<file path="src/sip_consts.vh">
`ifndef SIP_CONSTS_VH
`define SIP_CONSTS_VH
// register byte offsets
`define SIP_CTRL 5'h00
`define SIP_STAT 5'h04
`define SIP_MASK 5'h08
`define SIP_DATA 5'h0c
`define SIP_POLY 5'h10
`define SIP_TCRC 5'h14
`define SIP_RCRC 5'h18
// control register fields
`define SIP_EN 0
`define SIP_MSTR 1
`define SIP_CPOL 2
`define SIP_CPHA 3
`define SIP_BR_LO 4
`define SIP_BR_HI 6
`define SIP_F16 7
`define SIP_CRCEN 8
`define SIP_CRCNX 9
`define SIP_BIDI 10
`define SIP_BIDIOE 11
`define SIP_I2S 12
`define SIP_I2SM 13
`define SIP_I2S32 14
`define SIP_I2STX 15
`define SIP_MCKEN 16
`define SIP_TXDMA 17
`define SIP_RXDMA 18
`define SIP_DIV_LO 24
`define SIP_DIV_HI 31
// status register: sticky events low, live state high
`define SIP_EV_RX 0
`define SIP_EV_TX 1
`define SIP_EV_CRC 2
`define SIP_EV_OVR 3
`define SIP_NEVT 4
`define SIP_ST_TXE 8
`define SIP_ST_RXNE 9
`define SIP_ST_BUSY 10
`define SIP_ST_SIDE 11
// reset values
`define SIP_CTRL_RST 32'h00000000
`define SIP_MASK_RST 4'h0
`define SIP_POLY_RST 16'h8005
// bit clock half period as a shift of master clock half periods (256 fs)
`define SIP_MCK_SH16 12'h003
`define SIP_MCK_SH32 12'h002
`endif

</file>
<file path="src/sip_serial_port.v">
// The register offsets and the Avalon-MM register port were decided locally.
`timescale 1ns/10ps
`include "sip_consts.vh"
// Operation
// - port runs as clock master or slave, full or half duplex, up to 16 Mbit/s
// - master bit clock comes from peripheral clock via 3-bit divider, eight rates
// - frames are 8 or 16 bits; both ends shift the same count
// - hardware crc appended on transmit and checked on receive
// - every port instance offers an audio mode sharing logic and pins, master or slave
// - audio channel resolution 16 or 32 bits, direction input or output
// - audio clocking covers sample rates from 8 kHz to 192 kHz
// - audio master can drive a master clock at 256 times sample rate
// - transmit and receive requests go to a dma controller
module sip_serial_port #(
    parameter CW = 16
) (
    // clock, reset, clock enable
    input wire CLK,
    input wire RSTN,
    input wire CE,
    // avalon-mm slave
    input wire [4:0] AVS_ADDRESS,
    input wire AVS_READ,
    input wire AVS_WRITE,
    input wire [31:0] AVS_WRITEDATA,
    input wire [3:0] AVS_BYTEENABLE,
    output reg [31:0] AVS_READDATA,
    output wire AVS_WAITREQUEST,
    // interrupt and dma requests
    output wire IRQ,
    output wire TX_DMA_REQ,
    output wire RX_DMA_REQ,
    // serial clock pin
    input wire SCK_I,
    output reg SCK_O,
    output wire SCK_OE,
    // master-out line, also audio data
    input wire MOSI_I,
    output reg MOSI_O,
    output wire MOSI_OE,
    // master-in line
    input wire MISO_I,
    output wire MISO_O,
    output wire MISO_OE,
    // slave select and audio word select
    input wire NSS_I,
    output wire NSS_O,
    output wire NSS_OE,
    input wire WS_I,
    output reg WS_O,
    output wire WS_OE,
    // audio master clock
    output reg MCK_O
);
    localparam ST_IDLE = 2'b01;
    localparam ST_RUN = 2'b10;

    reg [31:0] ctrl;
    reg [3:0] imask;
    reg [3:0] sts;
    reg [CW-1:0] poly;
    reg [31:0] tx_buf;
    reg txe;
    reg [31:0] rx_data;
    reg rxne;
    reg [1:0] state;
    reg [31:0] tx_sh;
    reg [31:0] rx_sh;
    reg [11:0] cnt;
    reg [6:0] hcnt;
    reg [5:0] scnt;
    reg [7:0] mcnt;
    reg crc_pend;
    reg crc_phase;
    reg side;
    reg sck_p;
    reg ws_p;
    reg ack;
    reg [31:0] rdata;
    wire [4:0] pins_s;
    wire [CW-1:0] tcrc;
    wire [CW-1:0] tcrc_cur;
    wire [CW-1:0] rcrc;
    wire [CW-1:0] rcrc_cur;

    // control fields
    wire en = ctrl[`SIP_EN];
    wire mstr = ctrl[`SIP_MSTR];
    wire [2:0] br = ctrl[`SIP_BR_HI:`SIP_BR_LO];
    wire crc_en = ctrl[`SIP_CRCEN];
    wire bidi = ctrl[`SIP_BIDI];
    wire bidioe = ctrl[`SIP_BIDIOE];
    wire i2s = ctrl[`SIP_I2S];
    wire i2s32 = ctrl[`SIP_I2S32];
    wire i2stx = ctrl[`SIP_I2STX];
    wire [7:0] div = ctrl[`SIP_DIV_HI:`SIP_DIV_LO];
    wire sck_s = pins_s[0];
    wire mosi_s = pins_s[1];
    wire miso_s = pins_s[2];
    wire nss_s = pins_s[3];
    wire ws_s = pins_s[4];
    wire run = (state == ST_RUN);

    // audio mode takes over the same engine and pins
    wire master = i2s ? ctrl[`SIP_I2SM] : mstr;
    wire spi_m = master & ~i2s;
    // audio uses idle-low clock, sample on rising edge
    wire cpol_e = i2s ? 1'b0 : ctrl[`SIP_CPOL];
    wire cpha_e = i2s ? 1'b0 : ctrl[`SIP_CPHA];

    // bits per frame of the frame in flight
    wire [5:0] nbits = i2s ? (i2s32 ? 6'd32 : 6'd16) : ((crc_phase | ctrl[`SIP_F16]) ? 6'd16 : 6'd8);

    // half bit period: 2^br clocks, or a whole multiple of the master clock half period
    wire [11:0] mck_half = {4'h0, div} + 12'h001;
    wire [11:0] aud_half = mck_half << (i2s32 ? `SIP_MCK_SH32 : `SIP_MCK_SH16);
    wire [11:0] lim = i2s ? (aud_half - 12'h001) : ((12'h001 << br) - 12'h001);
    wire tick = master & run & (cnt == lim);

    // edges, from own clock as master or from the synchronised pin as slave
    wire lead_s = ~master & run & (sck_p == cpol_e) & (sck_s != cpol_e);
    wire trail_s = ~master & run & (sck_p != cpol_e) & (sck_s == cpol_e);
    wire lead = (tick & (SCK_O == cpol_e)) | lead_s;
    wire trail = (tick & (SCK_O != cpol_e)) | trail_s;
    wire sample_e = cpha_e ? trail : lead;
    wire shift_e = cpha_e ? lead : trail;

    // receive line: half duplex uses the single shared line
    wire rx_bit = i2s ? mosi_s : (master ? (bidi ? mosi_s : miso_s) : (bidi ? miso_s : mosi_s));
    wire [31:0] rx_nxt = {rx_sh[30:0], rx_bit};

    // frame end: master counts half periods, slave counts its own edges
    wire done_m = tick & (hcnt == ({nbits, 1'b0} - 7'd1));
    wire done_sv = cpha_e ? (sample_e & (scnt == nbits - 6'd1)) : (shift_e & (scnt == nbits));
    wire done = master ? done_m : done_sv;

    // next frame contents: crc word once requested, else buffer, else zeros
    wire crc_go = crc_pend & crc_en & ~crc_phase;
    wire [31:0] word = crc_go ? {{(32-CW){1'b0}}, tcrc_cur} : (txe ? 32'h00000000 : tx_buf);
    wire lw32 = i2s & i2s32;
    wire lw16 = i2s ? ~i2s32 : (crc_go | ctrl[`SIP_F16]);
    wire [31:0] al = lw32 ? word : (lw16 ? {word[15:0], 16'h0000} : {word[7:0], 24'h000000});

    // starting from idle, and continuing after a frame end
    wire go_idle = en & (master ? (i2s | ~txe | crc_go) : (i2s ? (ws_s != ws_p) : ~nss_s));
    wire go_more = i2s | (master ? (~txe | crc_go) : ~nss_s);
    wire start = (state == ST_IDLE) & go_idle;
    wire reload = run & done & go_more;
    wire load = start | reload;
    wire slave_stop = run & ~master & ~i2s & nss_s;
    wire crc_bad = run & done & crc_phase & (rcrc_cur != {CW{1'b0}});
    wire deliver = run & done & ~crc_phase;

    // bus access decode
    wire req = AVS_READ | AVS_WRITE;
    wire wr = AVS_WRITE & ack;
    wire [31:0] wm = {{8{AVS_BYTEENABLE[3]}}, {8{AVS_BYTEENABLE[2]}}, {8{AVS_BYTEENABLE[1]}}, {8{AVS_BYTEENABLE[0]}}};
    wire [31:0] wv = AVS_WRITEDATA & wm;
    wire wr_ctrl = wr & (AVS_ADDRESS == `SIP_CTRL);
    wire wr_data = wr & (AVS_ADDRESS == `SIP_DATA);
    wire wr_poly = wr & (AVS_ADDRESS == `SIP_POLY);
    wire rd_data = AVS_READ & ack & (AVS_ADDRESS == `SIP_DATA);
    wire [3:0] ev = {(deliver & rxne & ~rd_data), crc_bad, (load & ~txe & ~crc_go), deliver};

    // one wait state on every access
    assign AVS_WAITREQUEST = req & ~ack;
    assign IRQ = |(sts & imask);
    // dma asks for a word while the buffer is free or a word waits
    assign TX_DMA_REQ = ctrl[`SIP_TXDMA] & en & txe;
    assign RX_DMA_REQ = ctrl[`SIP_RXDMA] & rxne;

    // pin drive
    assign SCK_OE = en & master;
    assign MOSI_OE = en & (i2s ? i2stx : (master & (~bidi | bidioe)));
    assign MISO_O = MOSI_O;
    assign MISO_OE = en & ~i2s & ~master & ~nss_s & (~bidi | bidioe);
    assign NSS_O = ~(spi_m & run);
    assign NSS_OE = en & spi_m;
    assign WS_OE = en & i2s & master;

    // inputs from pins cross into this clock
    sip_sync #(
        .W(5)
    ) u_sync (
        .clk(CLK),
        .rst_n(RSTN),
        .ce(CE),
        .d({WS_I, NSS_I, MISO_I, MOSI_I, SCK_I}),
        .q(pins_s)
    );

    // transmit crc over sent bits, cleared after its own frame
    sip_crc #(
        .W(CW)
    ) u_tcrc (
        .clk(CLK),
        .rst_n(RSTN),
        .ce(CE),
        .clr(~crc_en | wr_poly | (run & done & crc_phase)),
        .en(crc_en & ~crc_phase & sample_e),
        .din(MOSI_O),
        .poly(poly),
        .crc(tcrc),
        .crc_cur(tcrc_cur)
    );

    // receive crc runs over data and crc word; zero left means good
    sip_crc #(
        .W(CW)
    ) u_rcrc (
        .clk(CLK),
        .rst_n(RSTN),
        .ce(CE),
        .clr(~crc_en | wr_poly | (run & done & crc_phase)),
        .en(crc_en & sample_e),
        .din(rx_bit),
        .poly(poly),
        .crc(rcrc),
        .crc_cur(rcrc_cur)
    );

    // register file and bus handshake
    always @(posedge CLK or negedge RSTN) begin
        if (!RSTN) begin
            ack <= 1'b0;
            rdata <= 32'h00000000;
            AVS_READDATA <= 32'h00000000;
            ctrl <= `SIP_CTRL_RST;
            imask <= `SIP_MASK_RST;
            poly <= `SIP_POLY_RST;
            sts <= 4'h0;
            tx_buf <= 32'h00000000;
            txe <= 1'b1;
            rxne <= 1'b0;
            rx_data <= 32'h00000000;
            crc_pend <= 1'b0;
        end else if (CE) begin
            ack <= req & ~ack;
            if (AVS_READ & ~ack) begin
                if (AVS_ADDRESS == `SIP_CTRL) begin
                    AVS_READDATA <= ctrl;
                end else if (AVS_ADDRESS == `SIP_STAT) begin
                    AVS_READDATA <= {20'h00000, side, run, rxne, txe, 4'h0, sts};
                end else if (AVS_ADDRESS == `SIP_MASK) begin
                    AVS_READDATA <= {28'h0000000, imask};
                end else if (AVS_ADDRESS == `SIP_DATA) begin
                    AVS_READDATA <= rx_data;
                end else if (AVS_ADDRESS == `SIP_POLY) begin
                    AVS_READDATA <= {{(32-CW){1'b0}}, poly};
                end else if (AVS_ADDRESS == `SIP_TCRC) begin
                    AVS_READDATA <= {{(32-CW){1'b0}}, tcrc};
                end else if (AVS_ADDRESS == `SIP_RCRC) begin
                    AVS_READDATA <= {{(32-CW){1'b0}}, rcrc};
                end else begin
                    AVS_READDATA <= 32'h00000000;
                end
            end
            // the request bit does not stay stored
            if (wr_ctrl) begin
                ctrl <= ((ctrl & ~wm) | wv) & ~(32'h00000001 << `SIP_CRCNX);
            end
            if (wr & (AVS_ADDRESS == `SIP_MASK)) begin
                imask <= (imask & ~wm[3:0]) | wv[3:0];
            end
            if (wr_poly) begin
                poly <= (poly & ~wm[CW-1:0]) | wv[CW-1:0];
            end
            // new events win over a one written to clear them
            if (wr & (AVS_ADDRESS == `SIP_STAT)) begin
                sts <= (sts & ~wv[3:0]) | ev;
            end else begin
                sts <= sts | ev;
            end
            if (wr_data) begin
                tx_buf <= (tx_buf & ~wm) | wv;
            end
            // a write in the same cycle as a load keeps the buffer full
            txe <= ~wr_data & (txe | (load & ~crc_go));
            rxne <= deliver | (rxne & ~rd_data);
            if (deliver) begin
                rx_data <= sample_e ? rx_nxt : rx_sh;
            end
            if (wr_ctrl & AVS_WRITEDATA[`SIP_CRCNX] & AVS_BYTEENABLE[1]) begin
                crc_pend <= 1'b1;
            end else if (load & crc_go) begin
                crc_pend <= 1'b0;
            end
        end
    end

    // serial engine
    always @(posedge CLK or negedge RSTN) begin
        if (!RSTN) begin
            state <= ST_IDLE;
            tx_sh <= 32'h00000000;
            rx_sh <= 32'h00000000;
            cnt <= 12'h000;
            hcnt <= 7'h00;
            scnt <= 6'h00;
            SCK_O <= 1'b0;
            MOSI_O <= 1'b0;
            WS_O <= 1'b0;
            side <= 1'b0;
            crc_phase <= 1'b0;
            sck_p <= 1'b0;
            ws_p <= 1'b0;
        end else if (CE) begin
            sck_p <= sck_s;
            ws_p <= ws_s;
            // divider runs only inside frames so every frame starts in phase
            cnt <= (run & master & ~tick & ~load) ? cnt + 12'h001 : 12'h000;
            if (~en | slave_stop | (run & done & ~go_more)) begin
                state <= ST_IDLE;
                SCK_O <= cpol_e;
                crc_phase <= 1'b0;
                if (~en) begin
                    WS_O <= 1'b0;
                end
            end else if (load) begin
                state <= ST_RUN;
                hcnt <= 7'h00;
                scnt <= 6'h00;
                rx_sh <= 32'h00000000;
                crc_phase <= crc_go;
                if (start) begin
                    SCK_O <= cpol_e;
                end else if (tick) begin
                    SCK_O <= ~SCK_O;
                end
                // channel side flips each word in audio mode
                WS_O <= start ? 1'b0 : ~WS_O;
                side <= master ? (start ? 1'b0 : ~WS_O) : ws_s;
                // first bit out now, or on the first leading edge
                if (!cpha_e) begin
                    MOSI_O <= al[31];
                    tx_sh <= {al[30:0], 1'b0};
                end else begin
                    tx_sh <= al;
                end
            end else if (run) begin
                if (tick) begin
                    SCK_O <= ~SCK_O;
                    hcnt <= hcnt + 7'd1;
                end
                if (sample_e) begin
                    rx_sh <= rx_nxt;
                    scnt <= scnt + 6'd1;
                end
                if (shift_e) begin
                    MOSI_O <= tx_sh[31];
                    tx_sh <= {tx_sh[30:0], 1'b0};
                end
            end else begin
                SCK_O <= cpol_e;
            end
        end
    end

    // master clock, 256 times the sample rate when enabled
    always @(posedge CLK or negedge RSTN) begin
        if (!RSTN) begin
            mcnt <= 8'h00;
            MCK_O <= 1'b0;
        end else if (CE) begin
            if (en & i2s & master & ctrl[`SIP_MCKEN]) begin
                mcnt <= (mcnt == div) ? 8'h00 : mcnt + 8'h01;
                if (mcnt == div) begin
                    MCK_O <= ~MCK_O;
                end
            end else begin
                mcnt <= 8'h00;
                MCK_O <= 1'b0;
            end
        end
    end
endmodule

</file>
<file path="src/sip_sync.v">
`timescale 1ns/10ps
module sip_sync #(
    parameter W = 5
) (
    // clock and reset
    input wire clk,
    input wire rst_n,
    input wire ce,
    // asynchronous levels in, synchronous levels out
    input wire [W-1:0] d,
    output reg [W-1:0] q
);
    reg [W-1:0] meta;

    // two stages; only the second stage is read outside
    always @(posedge clk or negedge rst_n) begin
        if (!rst_n) begin
            meta <= {W{1'b0}};
            q <= {W{1'b0}};
        end else if (ce) begin
            meta <= d;
            q <= meta;
        end
    end
endmodule

</file>
<file path="src/sip_crc.v">
`timescale 1ns/10ps
module sip_crc #(
    parameter W = 16
) (
    // clock and reset
    input wire clk,
    input wire rst_n,
    input wire ce,
    // serial bit stream
    input wire clr,
    input wire en,
    input wire din,
    input wire [W-1:0] poly,
    // value so far, and value including this cycle's bit
    output reg [W-1:0] crc,
    output wire [W-1:0] crc_cur
);
    wire [W-1:0] upd;

    // msb-first, zero seed, so data plus its own crc leaves zero
    assign upd = {crc[W-2:0], 1'b0} ^ (((crc[W-1] ^ din) == 1'b1) ? poly : {W{1'b0}});
    assign crc_cur = en ? upd : crc;

    // clear wins over a bit arriving in the same cycle
    always @(posedge clk or negedge rst_n) begin
        if (!rst_n) begin
            crc <= {W{1'b0}};
        end else if (ce) begin
            crc <= clr ? {W{1'b0}} : crc_cur;
        end
    end
endmodule

</file>
<file path="config.mk">
export PLATFORM = sky130hd
export DESIGN_NAME = sip_serial_port
export DESIGN_NICKNAME = d
export VERILOG_FILES = /design/src/sip_serial_port.v /design/src/sip_sync.v /design/src/sip_crc.v
export VERILOG_INCLUDE_DIRS = /design/src
export SDC_FILE = /design/constraint.sdc
export NUM_CORES = 1
export LEC_CHECK = 0
export ABC_CLOCK_PERIOD_IN_PS = 5400
export BUFFER_PORTS_ARGS = -buffer_cell sky130_fd_sc_hd__buf_2
export CAP_MARGIN = 20
export CORE_MARGIN = 2
export CORE_UTILIZATION = 40
export CTS_BUF_LIST = sky130_fd_sc_hd__clkbuf_8
export CTS_CLUSTER_DIAMETER = 200
export DETAILED_ROUTE_END_ITERATION = 8
export GPL_TIMING_DRIVEN = 0
export MAX_ROUTING_LAYER = met4
export PLACE_DENSITY_LB_ADDON = 0.1
export SYNTH_ARGS = -nofsm -noshare
export SYNTH_HDL_FRONTEND = slang
export SYNTH_HIERARCHICAL = 1
export SYNTH_SLANG_ARGS = --single-unit
export TNS_END_PERCENT = 1
</file>
<file path="constraint.sdc">
create_clock -name CLK -period 5.4 [get_ports CLK]
set_clock_uncertainty 0.2 [all_clocks]
set_input_delay 1.08 -clock CLK [delete_from_list [all_inputs] [get_ports CLK]]
set_output_delay 1.08 -clock CLK [all_outputs]
set_load 0.02 [all_outputs]
</file>
* After elaboration in Yosys (flattened, before gate mapping)
Index checks and enable logic that the tools add are counted.
** Cells by class
- Bitwise logic cells :: 125
- Equal/unequal tests :: 23
- Reduce and logical (&&, ||, !) cells :: 25
- Shifts and indexed selects :: 2
- Add/sub/neg operators :: 9
- Muxes and demuxes :: 77
** Operators with widths (count)
- 2-to-1 mux 32 bit :: 15
- 2-to-1 mux 16 bit :: 9
- bitwise AND 32 bit :: 3
- bitwise AND 1 bit :: 66
- bitwise OR 32 bit :: 2
- 2-to-1 mux 1 bit :: 37
- NOT 32 bit :: 1
- bitwise XOR 16 bit :: 2
- 2-to-1 mux 6 bit :: 5
- 2-to-1 mux 12 bit :: 2
- subtractor 12 x 1 -> 12 bit (second input constant) :: 2
- 2-to-1 mux 7 bit :: 3
- NOT 1 bit :: 21
- AND reduction 2 bit :: 9
- bitwise OR 1 bit :: 17
- bitwise AND 16 bit :: 1
- 2-to-1 mux 8 bit :: 2
- NOT 16 bit :: 1
- bitwise OR 16 bit :: 1
- nonzero test 16 bit :: 1
- == test 5 bit (second input constant) :: 3
- adder 12 x 1 -> 12 bit (second input constant) :: 1
- bitwise AND 4 bit :: 3
- == test 12 bit :: 1
- other kinds (31) :: 53
** Storage, ports and cells
- Word-level logic and storage cells :: 291
- Register bits :: 304
- Bits of input ports :: 51
- Output and inout bits :: 47

* Logic depth before layout (Yosys ltp)
Gate-level depths: netlist of the first run.
- Word-level depth :: 19
- Mapped depth :: 23
- Mapped depth without buffers :: 19

* By module
Netlist of the first run, hierarchy kept.
** By module, submodules not included
- sip_serial_port :: area each 13764.5 µm², seq. area each 6562.5 µm², cells an instance 1369, times used 1
- sip_crc :: area each 1168.6 µm², seq. area each 400.4 µm², cells an instance 152, times used 2
- sip_sync :: area each 411.6 µm², seq. area each 250.2 µm², cells an instance 21, times used 1

* Least setup slack after synthesis of the first run
OpenSTA, ideal clock, no wires.
- Path kind :: register -> register
- From :: register (tool-made name)
- To :: register MOSI_O (netlist: MISO_O)
- Setup slack :: 317 ps
- Clock period less this slack :: 5083 ps
- Setup time :: 121 ps
- Arrival :: 4762 ps
- Data required time :: 5079 ps
- Path buffers :: 5
- Cell stages (with the launch flop) :: 22
- Cell sequence :: dfrtp_1 buf_2 buf_2 or4_1 ha_1 and4_1 buf_2 a221oi_1 a31oi_1 a21oi_1 o2111ai_2 o41a_1 nor3b_1 clkbuf_1 clkbuf_1 a31oi_1 a21oi_1 o22ai_1 a21oi_1 nor2_1 mux2_1 a22o_1
** RTL lines
- end signal, assigned :: line sip_serial_port.v:335 : MOSI_O <= al[31];
- end signal, assigned :: line sip_serial_port.v:350 : MOSI_O <= tx_sh[31];
- end, declared :: line sip_serial_port.v:39 : output reg MOSI_O,

==> results of run 1 <==
-- metal layers --
layer | vias up | GRT usage, %
li1 | 6539 | -
met1 | 7026 | 36.1
met2 | 447 | 39.4
met3 | 112 | 3.44
met4 | 0 | 10.2
met5 | - | -
-- power by group through the flow --
stage	sequential, uW	combinational, uW	clock, uW
4_1_cts	2680	1190	2580
2_1_floorplan	2660	785	0
3_5_place_dp	2720	1160	0
6_report	2690	1200	2530
3_3_place_gp	2720	1140	0
5_1_grt	2710	1320	2680
-- area by class of cell --
cell class                 count  area [um^2]  area share, %
antenna                        1         2.50         0.0131
buffer                       104          510           2.66
clock buffer                  71          977           5.10
clock inverter                27          290           1.51
inverter                      47          176          0.920
multi-input combinational   1236         8340           43.5
sequential                   304         7620           39.7
tap                          532          666           3.47
timing repair buffer         103          583           3.04
-- cells by family (layout without fill, tap and decap cells) --
logic type / Yosys count / after routing / share of synthesized area, %
xor gates and xnor gates: 55 / 55 / 3.01
buffers and inverters: 154 / 352 / 4.04
other: 0 / 1 / 0
adders and majority gates: 7 / 7 / 0.530
and+or+nand+nor: 533 / 533 / 15.8
DFF: 304 / 304 / 46.1
AOI/OAI and AO/OA: 457 / 457 / 18.3
muxes: 184 / 184 / 12.2
-- worst min-delay path: stages, from the launching register on --
cell and delay (ns):
dfrtp_1 0.34, nand2_1 0.04, o21ai_0 0.06
-- through the flow --
step / instances / utilization (%)
floorplan: 1694 / -
global placement: 2322 / 43.2
detailed placement: 2324 / 43.4
CTS: 2424 / 46.8
global route: 2424 / 46.9
finish: 2425 / 46.9
-- final timing paths --
kind | slack, ns | endpoint | depth (start not counted) | from
min in group asynchronous | 0.30 | u_tcrc/crc[14] | 1 | RSTN
worst max-delay path | 0.26 | MISO_O | 21 | flip-flop
worst min-delay path | 0.28 | AVS_READDATA[21] | 2 | AVS_READDATA[21]
worst max register to register | 0.26 | MISO_O | 21 | flip-flop
max in group asynchronous | 3.20 | rx_sh[24] | 3 | RSTN
worst min register to register | 0.28 | AVS_READDATA[21] | 2 | AVS_READDATA[21]
-- synth_stat cells (28+ instances only) --
cell      count  area, um^2
dfrtp_1     299        7480
nand2_1     180         676
o21ai_0     172         861
nor2_1      125         469
mux2_2       95        1070
mux2i_1      76         761
clkbuf_1     63         236
a31oi_1      50         313
inv_1        47         176
nand3_1      45         225
a21oi_1      42         210
a22o_1       33         289
or3_1        33         206
a22oi_1      30         225
buf_2        29         145
xor2_1       28         245
-- timing repair --
item | CTS | global route
endpoints found under the setup margin | 53 | 38
pin swaps | 6 | 3
resized for setup | 24 | 23
setup buffers | 4 | 1
hold endpoints to repair | 0 | 0
==> results.toml, run 1 <==
[outcome]
outcome = "complete, no violations"

[timing]
slew_viol_final = 0
min_period_ns = 5.14
relSlewSlack_pct = 9.07
setup_tns_ns = 0
finalCritPeriodShare_pct = 95.1
final_critical_path_setup_slack_ns = 0.263
tightest_slew_ns = 1.35
hold_violations = 0
holdWs_ns = 0.275
grt_setup_unrepaired = "false"
fmaxAchievable_mhz = 195
setup_viol = 0

[yosys]
synthArstFlopShare_pct = 100
seq_area_frac_synth_pct = 46.1
ys_types = 78
synth.avg_cell_area_um2 = 9.75
syn-instance-count = 1694
synth_edf_count = 0
ys_dominant_reg_cell = "dfrtp_1"
synth_seq_cells = 304
synthesis.area_um2 = 16500
synth_nets = 1752
ys_warn_count = 6

[grt]
grt_max_degree = 112
grt_pass1_wl_um = 84800
antenna_found_initial = 0
grt_pass1_vias = 13900
grt_overflow_total = 0
grt_usage_pct = 26.2

[pwr]
totalPowerFinal_uw = 6420
seq_power_share_pct = 41.9
p_leak_uw = 0.00824
p_clk_share_pct = 39.5
internal-power_uw = 4420
combPwrFrac_pct = 18.7
ir_drop_mv = 0.162
p_sw_uw = 2000
swShare_pct = 31.2
power.density_nw_per_um2 = 335

[layout]
area_delta_synth_final_pct = 16.1
layout_common_cells = "dfrtp_1, nand2_1, o21ai_0"
final_area_um2 = 19200
final_common_cell = "dfrtp_1"
fillers = 3964
final_nets = 1908
drive_gt1_share_pct = 20.4

[cts]
clk_pin_slew_worst_paths_ns = 0.06
ctsHoldBuffers = 0
cts_sinks = 304
cts_tree = "done"
cts_buffers = 54
clock_path_buffers = 3
clockRootBuffer = "clkbuf_8"
clock_latency_ns = 0.67
cts_max_level = 2

[routing]
antenna_left = 0
m1WireLength_um = 25200
routed_wl_um = 54900
wire_per_inst_um = 22.6
dr.max_layer_used = "met4"
wl_met3_um = 2750
via_per_inst = 5.82
wl_met2_um = 24900
drtPass1Iterations = 6
drc = 0
vias = 14100
drt-initial-drc-count = 1132

[setup_path]
cp_common_cell = "a21oi_2"
cp_top_family = "compound AO/OA/AOI/OAI gates"
crit_path_end_kind = "flip-flop"
crit_required_ns = 5.73
path_max_fanout = 10
crit_path_max_incr_delay_ns = 0.57
critPathBufInv = 3
crit_chain = "buf_2, or4_4, ha_1, and4_1, buf_2, a221oi_1, a31oi_1, a21oi_2, o2111ai_4, o41a_1, nor3b_2, clkbuf_8, nand4_1, a21oi_2, nor3_1, a21oi_2, o22ai_1, a21oi_2, nor2_1, mux2_1, a22o_1"
critPathSlowestCell = "or4_4"
worst_ep_arrival_time_ns = 5.46
path_class = "flip-flop to flip-flop"
critPathLaunchType = "flip-flop"

[floorplanning]
floorplan.initialDensity_pct = 40.4
core_area_um2 = 40800
rows = 74
die_y_um = 207
die_w_um = 207
die_area_um2 = 42900
io_pins = 98

[place]
postPlaceCellArea_um2 = 17700
io_buffers = 96
dpl.hpwl_um = 40600
gp_congestion = 0.912
pre_cts_ws_ns = -0.985

[worst_hold_path]
hold_class = "flip-flop to flip-flop"

[flow_run]
cap_violations = 0
No activity file was read; power rests on OpenSTA's default activity.
==> inputs of run 2 (changes only) <==
--- a/config.mk
+++ b/config.mk
@@ -9,14 +9,13 @@
 export ABC_CLOCK_PERIOD_IN_PS = 5400
 export BUFFER_PORTS_ARGS = -buffer_cell sky130_fd_sc_hd__buf_2
 export CAP_MARGIN = 20
-export CORE_MARGIN = 2
 export CORE_UTILIZATION = 40
 export CTS_BUF_LIST = sky130_fd_sc_hd__clkbuf_8
 export CTS_CLUSTER_DIAMETER = 200
 export DETAILED_ROUTE_END_ITERATION = 8
 export GPL_TIMING_DRIVEN = 0
 export MAX_ROUTING_LAYER = met4
-export PLACE_DENSITY_LB_ADDON = 0.1
+export PLACE_DENSITY_LB_ADDON = 0.15
 export SYNTH_ARGS = -nofsm -noshare
 export SYNTH_HDL_FRONTEND = slang
 export SYNTH_HIERARCHICAL = 1
==> run 2 against run 1 <==
- total power fell by 5.3%
- setup slack got worse by 0.074 ns
- global-route usage rose by 1.2 points
- sequential cell count did not move
- non-clock buffer count rose by 4
- highest routed layer unchanged
==> results.toml, run 2 (same netlist as run 1, synthesis figures left out) <==
[outcome]
outcome = "complete, no violations"

[floorplanning]
die_w_um = 205
rows = 74
die_area_um2 = 42100
io_pins = 98
floorplan.initialDensity_pct = 40.5
die_y_um = 205
core_area_um2 = 40700

[grt]
grt_pass1_vias = 13700
antenna_found_initial = 0
grt_usage_pct = 27.4
grt_max_degree = 107
grt_overflow_total = 0
grt_pass1_wl_um = 84400

[timing]
min_period_ns = 5.21
setup_viol = 0
relSlewSlack_pct = 20.2
hold_violations = 0
grt_setup_unrepaired = "true"
slew_viol_final = 0
fmaxAchievable_mhz = 192
tightest_slew_ns = 1.18
holdWs_ns = 0.240
finalCritPeriodShare_pct = 96.5

[layout]
final_area_um2 = 19000
final_common_cell = "dfrtp_1"
fillers = 4001
antennaDiodeCount = 0
fin_cells = 2430
layout_common_cells = "dfrtp_1, nand2_1, o21ai_0"
final_nets = 1913
area_delta_synth_final_pct = 15.0
drive_gt1_share_pct = 19.9

[routing]
antenna_left = 0
vias = 14200
wire_per_inst_um = 22.5
drt-initial-drc-count = 1243
drc = 0
drtPass1Iterations = 5
via_per_inst = 5.85
routed_wl_um = 54700

[setup_path]
crit_path_max_incr_delay_ns = 0.50
reg2regPathDepth = 16
critPathLaunchType = "flip-flop"
path_max_fanout = 10
r2r_slack_ns = 0.19
crit_required_ns = 5.76
critPathSlowestCell = "dfrtp_2"
worst_ep_arrival_time_ns = 5.57
rr_endpoint = "u_rcrc/crc[4]"
path_class = "flip-flop to flip-flop"
crit_chain = "ha_2, xor2_1, a221o_1, or2_2, a21o_1, nor4_1, o221ai_1, o2111ai_4, buf_4, nor4_4, o21ai_1, nand3_1, nand2_1, clkbuf_1, o21ai_0, a311oi_1"
crit_path_end_kind = "flip-flop"

[cts]
ctsHoldBuffers = 0
clock_path_buffers = 3
cts_sinks = 304
cts_buffers = 55
clock_latency_ns = 0.68
cts_tree = "done"
clk_pin_slew_worst_paths_ns = 0.06
clockRootBuffer = "clkbuf_8"
cts_max_level = 2

[worst_hold_path]
hold_class = "input pin to async pin"

[flow_run]
cap_violations = 0

[place]
dpl.hpwl_um = 40100
postPlaceCellArea_um2 = 17700
io_buffers = 96
placed_cells = 2325
gp_congestion = 0.934

[pwr]
p_leak_uw = 0.00820
power.density_nw_per_um2 = 320
ir_drop_mv = 0.190
-- run 2: changes by cell type in the layout (fill, tap and decap cells not counted), sizes merged --
cell      change
buf           +6
bufinv        -5
clkbuf        -8
clkinv        -2
clkinvlp      +1
diode         -1
inv          +14
-- run 2: how the worst max path moves through the flow --
stage                          from                to  slack, ns
after global placement         RSTN  AVS_READDATA[21]      -3.04
final                     flip-flop     u_rcrc/crc[4]       0.19
after CTS                 flip-flop            MISO_O      0.009
after detailed placement  flip-flop            MISO_O      -0.99
after global routing      flip-flop            MISO_O     -0.001
after floorplan           flip-flop            MISO_O       0.32
-- run 2: critical path, delay by kind of cell, from the launching register on --
family / cells / cell delay [ns]
AO/OA/AOI/OAI: 7 / 1.91
XOR/XNOR: 1 / 0.21
adder cells (fa/ha/maj): 1 / 0.26
buffers and inverters: 2 / 0.58
flip-flops: 1 / 0.50
AND/OR/NAND/NOR: 5 / 1.47
-- run 2: timing repair --
action,4_1_cts,5_1_grt
pin swaps,6,3
cloned,0,0
endpoints found under the setup margin,45,41
setup buffers,6,1
gates resized for setup,26,19
endpoints found under the hold margin,0,0
-- run 2: area by class of cell --
cell class	count	area, um^2	area share (%)
Multi-Input combinational cell	1236	8330	43.9
Sequential cell	304	7620	40.1
Clock buffer	65	895	4.71
Tap cell	532	666	3.51
Timing Repair Buffer	106	606	3.19
Buffer	105	503	2.65
Clock inverter	35	194	1.02
Inverter	47	176	0.929
-- run 2: through the flow --
| stage | util (%) | TNS, ns | power (uW) | setup WS [ns] |
|---|---|---|---|---|
| 2_1_floorplan | - | 0 | 3440 | 0.317 |
| 3_3_place_gp | 43.3 | -920.69 | 3850 | -3.04 |
| 3_5_place_dp | 43.5 | -23.90 | 3870 | -0.987 |
| 4_1_cts | 46.5 | 0 | 6130 | 0.00914 |
| 5_1_grt | 46.6 | -0.00116 | 6390 | -0.00116 |
| 6_report | 46.6 | 0 | 6080 | 0.188 |
-- run 2: where the power goes --
group | switching, uW | total, uW | internal [uW]
clock | 1050 | 2190 | 1150
sequential | 193 | 2680 | 2490
combinational | 744 | 1210 | 462
-- run 2: layer usage --
metal	share of wire, %	track usage, %	wire length [um]
met2	45	40.6	24500
met4	3.5	10.3	1940
met1	45	37.1	24400
met3	7.0	5.15	3850
met5	0	-	0
